File: src/rtl/bdc_pkg.sv
package bdc_pkg;

   // Serial frame
   localparam int          FRAME_BITS     = 17;
   localparam logic [4:0]  FRAME_LAST     = 5'h10;

   // Operation field codes
   localparam logic [5:0]  OP_NOP         = 6'h00;
   localparam logic [5:0]  OP_GO          = 6'h03;
   localparam logic [5:0]  OP_MEM         = 6'h06;
   localparam logic [5:0]  OP_BLOCK       = 6'h07;
   localparam logic [5:0]  OP_REG         = 6'h08;

   // Operand size codes
   localparam logic [1:0]  SIZE_BYTE      = 2'h0;
   localparam logic [1:0]  SIZE_WORD      = 2'h1;
   localparam logic [1:0]  SIZE_LONG      = 2'h2;
   localparam logic [1:0]  SIZE_RSVD      = 2'h3;

   // Device responses, status/control bit on top
   localparam logic [16:0] RESP_NOT_READY = 17'h10000;
   localparam logic [16:0] RESP_BUS_ERR   = 17'h10001;
   localparam logic [16:0] RESP_ILLEGAL   = 17'h1ffff;
   localparam logic [16:0] RESP_DONE      = 17'h0ffff;

   // Register map, byte offsets
   localparam logic [3:0]  OFS_ATTR       = 4'h0;
   localparam logic [3:0]  OFS_STATUS     = 4'h4;
   localparam logic [3:0]  OFS_TEMP_ADDR  = 4'h8;
   localparam int          ATTR_BITS      = 5;
   localparam logic [4:0]  ATTR_RESET     = 5'h00;
   localparam int          STAT_BUSY      = 0;
   localparam int          STAT_DUMP_OK   = 1;
   localparam int          STAT_FILL_OK   = 2;
   localparam int          STAT_ACCESS    = 3;

   typedef struct packed {
      logic [5:0] op;
      logic       zero9;
      logic       rw;
      logic [1:0] size;
      logic [1:0] zero54;
      logic       isAddr;
      logic [2:0] num;
   } bdc_cmd_type;

   typedef struct packed {
      logic        req;
      logic        write;
      logic [1:0]  size;
      logic [4:0]  attr;
      logic [31:0] addr;
      logic [31:0] wdata;
   } bdc_mem_req_type;

   typedef struct packed {
      logic        req;
      logic        write;
      logic        isAddr;
      logic [2:0]  num;
      logic [31:0] wdata;
   } bdc_reg_req_type;

endpackage

File: src/rtl/bdc_command_engine.sv
`timescale 1ns/1ps
module bdc_command_engine (
   input  wire logic                     ref_clk,
   input  wire logic                     rst_n,
   input  wire logic                     serialClk,
   input  wire logic                     serialIn,
   output logic                          serialOut,
   input  wire logic                     coreHalted,
   output logic                          resumePulse,
   output bdc_pkg::bdc_reg_req_type      regReq,
   input  wire logic                     regAck,
   input  wire logic [31:0]              regRdata,
   output bdc_pkg::bdc_mem_req_type      memReq,
   input  wire logic                     memAck,
   input  wire logic                     transferErrorAck,
   input  wire logic [31:0]              memRdata,
   input  wire logic [3:0]               avs_address,
   input  wire logic                     avs_read,
   input  wire logic                     avs_write,
   input  wire logic [31:0]              avs_writedata,
   output logic [31:0]                   avs_readdata,
   output logic                          avs_waitrequest
);
   import bdc_pkg::*;

   typedef enum logic [2:0] {
      ST_CMD, ST_ADDR_HI, ST_ADDR_LO, ST_DATA_HI, ST_DATA_LO, ST_ACCESS, ST_RESULT_HI
   } bdc_state_type;

   logic          rstMeta, rstSyncN;
   bdc_state_type stateQ;
   logic [16:0]   respQ;
   bdc_cmd_type   cmdQ;
   bdc_cmd_type   rxCmd;
   logic [31:0]   addrQ, dataQ;
   logic          failQ, dumpOkQ, fillOkQ;
   logic          startMemQ, startRegQ;
   logic          accDoneQ, accErrQ, doneNowQ;
   logic [31:0]   accDataQ;
   logic [31:0]   tempBreakAddrQ;
   logic [4:0]    addrAttrQ;
   logic          frameActive, rxValid;
   logic [15:0]   rxWord;
   logic          isLong, accessBusy;

   function automatic logic [31:0] alignAddr(input logic [31:0] a, input logic [1:0] sz);
      logic [31:0] r;
      r = a;
      if (sz == SIZE_WORD) begin
         r[0] = 1'b0;
      end else if (sz == SIZE_LONG) begin
         r[1:0] = 2'h0;
      end
      return r;
   endfunction

   function automatic logic [31:0] sizeStep(input logic [1:0] sz);
      logic [31:0] r;
      r = 32'h00000001;
      if (sz == SIZE_WORD) begin
         r = 32'h00000002;
      end else if (sz == SIZE_LONG) begin
         r = 32'h00000004;
      end
      return r;
   endfunction

   // Assert at once, release through two flops
   always_ff @(posedge ref_clk or negedge rst_n) begin
      if (!rst_n) begin
         rstMeta  <= 1'b0;
         rstSyncN <= 1'b0;
      end else begin
         rstMeta  <= 1'b1;
         rstSyncN <= rstMeta;
      end
   end

   bdc_serial_shifter u_shifter (
      .clk         (ref_clk),
      .rstN        (rstSyncN),
      .serClkPin   (serialClk),
      .serInPin    (serialIn),
      .txWord      (respQ),
      .serOut      (serialOut),
      .frameActive (frameActive),
      .rxValid     (rxValid),
      .rxWord      (rxWord)
   );

   assign rxCmd      = bdc_cmd_type'(rxWord);
   assign isLong     = (cmdQ.op == OP_REG) || (cmdQ.size == SIZE_LONG);
   assign accessBusy = memReq.req | regReq.req;

   // Command sequencer; every frame is taken in one cycle, far inside eight clocks
   always_ff @(posedge ref_clk or negedge rstSyncN) begin
      if (!rstSyncN) begin
         stateQ      <= ST_CMD;
         respQ       <= RESP_DONE;
         cmdQ        <= '0;
         addrQ       <= '0;
         dataQ       <= '0;
         failQ       <= 1'b0;
         dumpOkQ     <= 1'b0;
         fillOkQ     <= 1'b0;
         startMemQ   <= 1'b0;
         startRegQ   <= 1'b0;
         resumePulse <= 1'b0;
         doneNowQ    <= 1'b0;
      end else begin
         startMemQ   <= 1'b0;
         startRegQ   <= 1'b0;
         resumePulse <= 1'b0;
         doneNowQ    <= 1'b0;
         case (stateQ)
            ST_CMD: begin
               if (rxValid) begin
                  cmdQ  <= rxCmd;
                  dataQ <= '0;
                  failQ <= 1'b0;
                  respQ <= RESP_ILLEGAL;
                  if (rxCmd.zero9 == 1'b0 && rxCmd.zero54 == 2'h0) begin
                     if (rxCmd.op == OP_NOP) begin
                        respQ <= RESP_DONE;
                     end else if (rxCmd.op == OP_GO) begin
                        dumpOkQ <= 1'b0;
                        fillOkQ <= 1'b0;
                        if (coreHalted) begin
                           resumePulse <= 1'b1;
                           respQ       <= RESP_DONE;
                        end else begin
                           respQ <= RESP_BUS_ERR;
                        end
                     end else if (rxCmd.op == OP_REG) begin
                        dumpOkQ <= 1'b0;
                        fillOkQ <= 1'b0;
                        respQ   <= RESP_NOT_READY;
                        if (rxCmd.rw) begin
                           stateQ    <= ST_ACCESS;
                           failQ     <= !coreHalted;
                           startRegQ <= coreHalted;
                        end else begin
                           stateQ <= ST_DATA_HI;
                        end
                     end else if (rxCmd.op == OP_MEM && rxCmd.size != SIZE_RSVD) begin
                        dumpOkQ <= rxCmd.rw;
                        fillOkQ <= !rxCmd.rw;
                        respQ   <= RESP_NOT_READY;
                        stateQ  <= ST_ADDR_HI;
                     end else if (rxCmd.op == OP_BLOCK && rxCmd.size != SIZE_RSVD) begin
                        if (rxCmd.rw && dumpOkQ) begin
                           respQ     <= RESP_NOT_READY;
                           stateQ    <= ST_ACCESS;
                           startMemQ <= 1'b1;
                        end else if (!rxCmd.rw && fillOkQ) begin
                           respQ  <= RESP_NOT_READY;
                           stateQ <= (rxCmd.size == SIZE_LONG) ? ST_DATA_HI : ST_DATA_LO;
                        end
                     end
                  end
               end
            end
            ST_ADDR_HI: begin
               if (rxValid) begin
                  addrQ[31:16] <= rxWord;
                  respQ        <= RESP_NOT_READY;
                  stateQ       <= ST_ADDR_LO;
               end
            end
            ST_ADDR_LO: begin
               if (rxValid) begin
                  addrQ[15:0] <= rxWord;
                  respQ       <= RESP_NOT_READY;
                  if (cmdQ.rw) begin
                     stateQ    <= ST_ACCESS;
                     startMemQ <= 1'b1;
                  end else begin
                     stateQ <= (cmdQ.size == SIZE_LONG) ? ST_DATA_HI : ST_DATA_LO;
                  end
               end
            end
            ST_DATA_HI: begin
               if (rxValid) begin
                  dataQ[31:16] <= rxWord;
                  respQ        <= RESP_NOT_READY;
                  stateQ       <= ST_DATA_LO;
               end
            end
            ST_DATA_LO: begin
               if (rxValid) begin
                  dataQ[15:0] <= rxWord;
                  respQ       <= RESP_NOT_READY;
                  stateQ      <= ST_ACCESS;
                  if (cmdQ.op == OP_REG) begin
                     failQ     <= !coreHalted;
                     startRegQ <= coreHalted;
                  end else begin
                     startMemQ <= 1'b1;
                  end
               end
            end
            ST_ACCESS: begin
               // Wait for a frame gap so a half-shifted word is not taken as a command
               if (!frameActive && !rxValid && !startMemQ && !startRegQ
                   && (failQ || accDoneQ)) begin
                  stateQ   <= ST_CMD;
                  doneNowQ <= 1'b1;
                  if (failQ || accErrQ) begin
                     respQ <= RESP_BUS_ERR;
                  end else if (!cmdQ.rw) begin
                     respQ <= RESP_DONE;
                  end else if (isLong) begin
                     respQ  <= {1'b0, accDataQ[31:16]};
                     stateQ <= ST_RESULT_HI;
                  end else if (cmdQ.size == SIZE_BYTE) begin
                     respQ <= {1'b0, 8'h00, accDataQ[7:0]};
                  end else begin
                     respQ <= {1'b0, accDataQ[15:0]};
                  end
               end
            end
            ST_RESULT_HI: begin
               if (rxValid) begin
                  respQ  <= {1'b0, accDataQ[15:0]};
                  stateQ <= ST_CMD;
               end
            end
            default: begin
               stateQ <= ST_CMD;
            end
         endcase
         // Frame began on the finishing edge and went out not ready; finish again
         if (doneNowQ && frameActive) begin
            stateQ <= ST_ACCESS;
         end
      end
   end

   // Bus master for memory and core registers
   always_ff @(posedge ref_clk or negedge rstSyncN) begin
      if (!rstSyncN) begin
         memReq   <= '0;
         regReq   <= '0;
         accDoneQ <= 1'b0;
         accErrQ  <= 1'b0;
         accDataQ <= '0;
      end else begin
         if (startMemQ) begin
            accDoneQ     <= 1'b0;
            accErrQ      <= 1'b0;
            memReq.req   <= 1'b1;
            memReq.write <= !cmdQ.rw;
            memReq.size  <= cmdQ.size;
            memReq.attr  <= addrAttrQ;
            memReq.wdata <= dataQ;
            memReq.addr  <= alignAddr((cmdQ.op == OP_BLOCK) ? tempBreakAddrQ : addrQ,
                                      cmdQ.size);
         end else if (memReq.req && (memAck || transferErrorAck)) begin
            memReq.req <= 1'b0;
            accDoneQ   <= 1'b1;
            accErrQ    <= transferErrorAck;
            accDataQ   <= memRdata;
         end
         if (startRegQ) begin
            accDoneQ      <= 1'b0;
            accErrQ       <= 1'b0;
            regReq.req    <= 1'b1;
            regReq.write  <= !cmdQ.rw;
            regReq.isAddr <= cmdQ.isAddr;
            regReq.num    <= cmdQ.num;
            regReq.wdata  <= dataQ;
         end else if (regReq.req && regAck) begin
            regReq.req <= 1'b0;
            accDoneQ   <= 1'b1;
            accDataQ   <= regRdata;
         end
      end
   end

   // Next block address; bus error still advances so the host can skip a hole
   always_ff @(posedge ref_clk or negedge rstSyncN) begin
      if (!rstSyncN) begin
         tempBreakAddrQ <= '0;
      end else if (memReq.req && (memAck || transferErrorAck)) begin
         tempBreakAddrQ <= memReq.addr + sizeStep(memReq.size);
      end
   end

   // Register slave; one wait state on every access
   always_ff @(posedge ref_clk or negedge rstSyncN) begin
      if (!rstSyncN) begin
         avs_waitrequest <= 1'b1;
         avs_readdata    <= '0;
         addrAttrQ       <= ATTR_RESET;
      end else begin
         avs_waitrequest <= 1'b1;
         if ((avs_read || avs_write) && avs_waitrequest) begin
            avs_waitrequest <= 1'b0;
            avs_readdata    <= '0;
            if (avs_address == OFS_ATTR) begin
               avs_readdata[ATTR_BITS-1:0] <= addrAttrQ;
               if (avs_write) begin
                  addrAttrQ <= avs_writedata[ATTR_BITS-1:0];
               end
            end else if (avs_address == OFS_STATUS) begin
               avs_readdata[STAT_BUSY]    <= (stateQ != ST_CMD);
               avs_readdata[STAT_DUMP_OK] <= dumpOkQ;
               avs_readdata[STAT_FILL_OK] <= fillOkQ;
               avs_readdata[STAT_ACCESS]  <= accessBusy;
            end else if (avs_address == OFS_TEMP_ADDR) begin
               avs_readdata <= tempBreakAddrQ;
            end
         end
      end
   end

endmodule // bdc_command_engine

File: src/rtl/bdc_serial_shifter.sv
`timescale 1ns/1ps
module bdc_serial_shifter (
   input  wire logic        clk,
   input  wire logic        rstN,
   input  wire logic        serClkPin,
   input  wire logic        serInPin,
   input  wire logic [16:0] txWord,
   output logic             serOut,
   output logic             frameActive,
   output logic             rxValid,
   output logic [15:0]      rxWord
);
   import bdc_pkg::*;

   logic        clkS1, clkS2, clkS3;
   logic        inS1, inS2;
   logic [4:0]  bitCntQ;
   logic [16:0] txShQ;
   logic [15:0] rxShQ;
   logic        rise;

   // Pins pass two flops before any logic looks at them
   always_ff @(posedge clk or negedge rstN) begin
      if (!rstN) begin
         clkS1 <= 1'b0;
         clkS2 <= 1'b0;
         clkS3 <= 1'b0;
         inS1  <= 1'b0;
         inS2  <= 1'b0;
      end else begin
         clkS1 <= serClkPin;
         clkS2 <= clkS1;
         clkS3 <= clkS2;
         inS1  <= serInPin;
         inS2  <= inS1;
      end
   end

   assign rise = clkS2 & ~clkS3;

   // Response is latched at the first edge, so it may change until then
   always_ff @(posedge clk or negedge rstN) begin
      if (!rstN) begin
         bitCntQ     <= 5'h00;
         txShQ       <= '0;
         rxShQ       <= '0;
         serOut      <= 1'b0;
         frameActive <= 1'b0;
         rxValid     <= 1'b0;
         rxWord      <= '0;
      end else begin
         rxValid <= 1'b0;
         if (rise) begin
            rxShQ <= {rxShQ[14:0], inS2};
            if (bitCntQ == 5'h00) begin
               serOut      <= txWord[16];
               txShQ       <= {txWord[15:0], 1'b0};
               frameActive <= 1'b1;
            end else begin
               serOut <= txShQ[16];
               txShQ  <= {txShQ[15:0], 1'b0};
            end
            if (bitCntQ == FRAME_LAST) begin
               // Bit 16 from the host is ignored
               bitCntQ     <= 5'h00;
               rxValid     <= 1'b1;
               rxWord      <= {rxShQ[14:0], inS2};
               frameActive <= 1'b0;
            end else begin
               bitCntQ <= bitCntQ + 5'h01;
            end
         end
      end
   end

endmodule // bdc_serial_shifter
File: config.mk
export PLATFORM = sky130hd
export DESIGN_NAME = bdc_command_engine
export DESIGN_NICKNAME = d
export VERILOG_FILES = /design/src/rtl/bdc_pkg.sv /design/src/rtl/bdc_command_engine.sv /design/src/rtl/bdc_serial_shifter.sv
export SDC_FILE = /design/constraint.sdc
export NUM_CORES = 1
export LEC_CHECK = 0
export ABC_AREA = 1
export BUFFER_PORTS_ARGS = -buffer_cell sky130_fd_sc_hd__buf_2
export CORE_UTILIZATION = 43
export DETAILED_ROUTE_END_ITERATION = 10
export SYNTH_ARGS = -nofsm -noshare
export SYNTH_HDL_FRONTEND = slang
export SYNTH_SLANG_ARGS = --single-unit
File: constraint.sdc
create_clock -name ref_clk -period 25.3 [get_ports ref_clk]
set_input_delay 1.265 -clock ref_clk [delete_from_list [all_inputs] [get_ports ref_clk]]
set_output_delay 1.265 -clock ref_clk [all_outputs]
set_load 0.01 [all_outputs]
==> impl_results.md <==
- Hold Crit Start: rstMeta$_DFF_PN0_
- Wire per inst: 17.4 µm
- R2R depth: 2
- PD cells: 80.9 nW/µm²
- Layout Skew: 15.0 ps
- F_max: 335 MHz
- Largest family of logic cells by synthesized area: simple AND/OR/NAND/NOR gates
- Post-synth EDFFs: 0
- Endpoints failing hold: 0
- Global-route wire length before repair: 75800 µm
- DRT Pass-1 Iters: 8
- Max H-tree Level: 2
- Compound-Gate Fraction of Synth Area: 14.3%
- CTS tree: done
- Worst slack at placement: 21770 ps
- Post-synthesis adder-cell area fraction: 0.636%
- CTS sink cnt: 381
- Post-Syn Area: 16900 µm²
- Post-route setup slack: 22320 ps
- Hpwl dp: ~33000 µm
- Iteration-0 DRC Markers: 945
- R2r startpoint: rstSyncN$_DFF_PN0_
- Overall Global Routing Usage: between 20% and 30%
- Worst path required time: 25730 ps
- Commonest cells after routing, fill and taps aside: 591 x nand2_1, 362 x dfrtp_1, 228 x buf_2
- Share of post-route cells with drive strength above 1: 17.6%
- Hold-critical path depth: 0
- Worst-margin pin slew: about 1100 ps
- Register area share after synthesis: 56.4%
- CTS resizes: 0
- Worst hold endpoint: rstSyncN$_DFF_PN0_
- Syn_nets: 2120
- Setup TNS: 0 ps
- Antenna violations before repair: 0
- Grt ovf: 0
- Num CTS Buffers: 44
- Die height: 200 µm
- Setup violations, final: 0
- VDD IR max: 42.4 µV
- Via count: ~14000
- Startpoint Class: input port
- RSZ-0062 raised after global routing: false
- N_diodes: 0
- Final min period: 2980 ps
- Min-Delay Path Class: register to register
- Post-route ant nets: 0
- Multi-input gate area: 6370 µm²
- Residual DRC count: 0
- Reg2reg end: regReq[28]$_DFFE_PN0P_
- Critical path fanouts, max: 34
- Static leakage: around 10 nW
- Layout overhead on the synthesized area: 17.8%
- CP arrival: 3410 ps
- Initial Util: 43.7%
- Setup bufs post-CTS: 0
- Post-CTS Hold Fix Bufs: 0
- Routability cong.: 0.873
- Distinct cells, synth: 45
- Skew-Pair Late Insertion Delay: 560 ps
- Die X-Extent: roughly 200 µm
- Status: finished, final reports clean
- Vias per cell: 5.17
- Fillers: 3776
- Reg-to-reg slack, setup: 22400 ps
- Most used DFF post-synth: dfrtp_1
- Seq. cell area: 9560 µm²
- Clock Tree Buf Depth: 3
- Max-cap viol count: 0
- Total Power: 0.00161 W
- Ports: 256
- Number of global-route vias before repair: roughly 13000
- Total Nets Final: approximately 2300
- DIE AREA: 40200 µm²
- Cells after synthesis: 2002
- DRT Wirelength: 47800 µm
- Post-synthesis async set-or-reset flop share: 100%
- Synthesis warning total: 0
- Final Max Slew Viols: 0
- Synth Area in Simple Gates: 21.5%
- Largest net degree at the start of global routing: 162
- Multiplexer area fraction after synthesis: 0.333%
- Row count: 72
- Core Region: 38700 µm²
- Final worst path period share: 11.8%
- Most common cell after layout, fill and taps aside: nand2_1
- Relative slew slack: 27.4%
- Setup crit end kind: register
- FF+latch count, synth: 381
- Syn Area/Cell: 8.46 µm²
- I/O Buffers: 228
- Clock-pin slew on the worst setup and hold paths: 60 ps
- Clk root buf: clkbuf_16
- Crit Path Class: input port to register
- XOR/XNOR Fraction of Synth Area: 0.724%
[worst max path at each step]
stage | from | to | slack, ps
4_1_cts | rstSyncN$_DFF_PN0_ | memReq[11]$_DFFE_PN0P_ | 22240
6_report | transferErrorAck | accDataQ[23]$_DFF_PN0_ | 22320
3_3_place_gp | transferErrorAck | tempBreakAddrQ[8]$_DFFE_PN0P_ | 21810
2_1_floorplan | rstSyncN$_DFF_PN0_ | accDataQ[0]$_DFF_PN0_ | 13920
5_1_grt | rstSyncN$_DFF_PN0_ | memReq[11]$_DFFE_PN0P_ | 21900
3_5_place_dp | transferErrorAck | tempBreakAddrQ[12]$_DFFE_PN0P_ | 21770
[Yosys cell counts, types with 2 or more instances]
master	number	share of area (%)
a21oi_1	106	3.1
nor3_2	2	0.12
nand3_2	2	0.12
o22ai_1	6	0.22
o21ai_1	9	0.27
o31ai_2	9	0.67
buf_6	2	0.13
xnor2_1	6	0.31
a22oi_1	3	0.13
inv_2	10	0.22
or2_2	2	0.074
buf_4	3	0.13
nor2_2	6	0.22
nor3_1	10	0.30
clkinv_1	3	0.067
dfstp_2	17	2.6
buf_2	11	0.33
mux2_2	5	0.33
o21ai_0	220	6.5
a21oi_2	10	0.52
o31ai_1	30	1.3
xor2_1	8	0.41
o21a_1	11	0.49
inv_1	146	3.2
nand3_1	114	3.4
nand4_1	10	0.37
nand2_2	2	0.074
nor2_1	156	3.5
o211ai_1	2	0.089
clkbuf_1	78	1.7
ha_1	7	0.52
dfrtp_1	364	54
nand2_1	591	13
buf_1	8	0.18
a31oi_1	23	0.85
[kinds of logic after synthesis]
| logic type | count (synthesis) |
|---|---|
| AO/OA/AOI/OAI | 431 |
| AND/OR/NAND/NOR | 901 |
| other | 1 |
| XOR/XNOR | 14 |
| multiplexers | 5 |
| flip-flops | 381 |
| adder cells (fa/ha/maj) | 8 |
| buffers and inverters | 261 |
[power breakdown]
group | internal [W] | switching [W]
combinational | 0.0000749 | 0.000158
clock | 0.000389 | 0.000258
sequential | 0.000685 | 0.0000488
total | 0.00115 | 0.000464
[per-stage QoR]
step                instance area, µm²  util [%]  hold WS [ps]  std cells
global route                     19900      51.5           340       2744
CTS                              19900      51.5           340       2744
detailed placement               18500      47.6           336       2662
global placement                 18500      47.6           333       2662
finish                           19900      51.5           337       2744
floorplan                        16900         -           331       2002
[metal layers]
metal | global-route usage, % | share of wire (%) | routed length [µm]
met1 | 35.8 | 48 | 23100
met5 | 0 | 0 | 0
met2 | 36.5 | 45 | 21600
met3 | 3.13 | 5.1 | 2440
met4 | 6.32 | 1.6 | 788
[flip-flops by register name (all words and copies together) (netlist names), 5 cells and up]
signal	flops
addrAttrQ	5
accDataQ	32
dataQ	32
u_shifter.rxShQ	15
memReq	73
addrQ	32
avs_readdata	32
u_shifter.bitCntQ	5
respQ	17
u_shifter.rxWord	16
regReq	38
cmdQ	13
u_shifter.txShQ	16
tempBreakAddrQ	32
[worst max-delay path: stages]
cell and delay (ps):
buf_2 130, nor2_1 70, nor2_4 580, nand2_1 860, a21oi_1 390, a21oi_1 90
[area by class of cell]
class	count	area share, %
flip-flops and latches	381	47.9
multi-input cells	1360	32.0
clock buffers	67	6.76
repair buffers	244	6.39
well taps	518	3.25
inverters	159	2.99
clock inverters	15	0.728
Note: power is estimated with default switching activity, not from simulation.
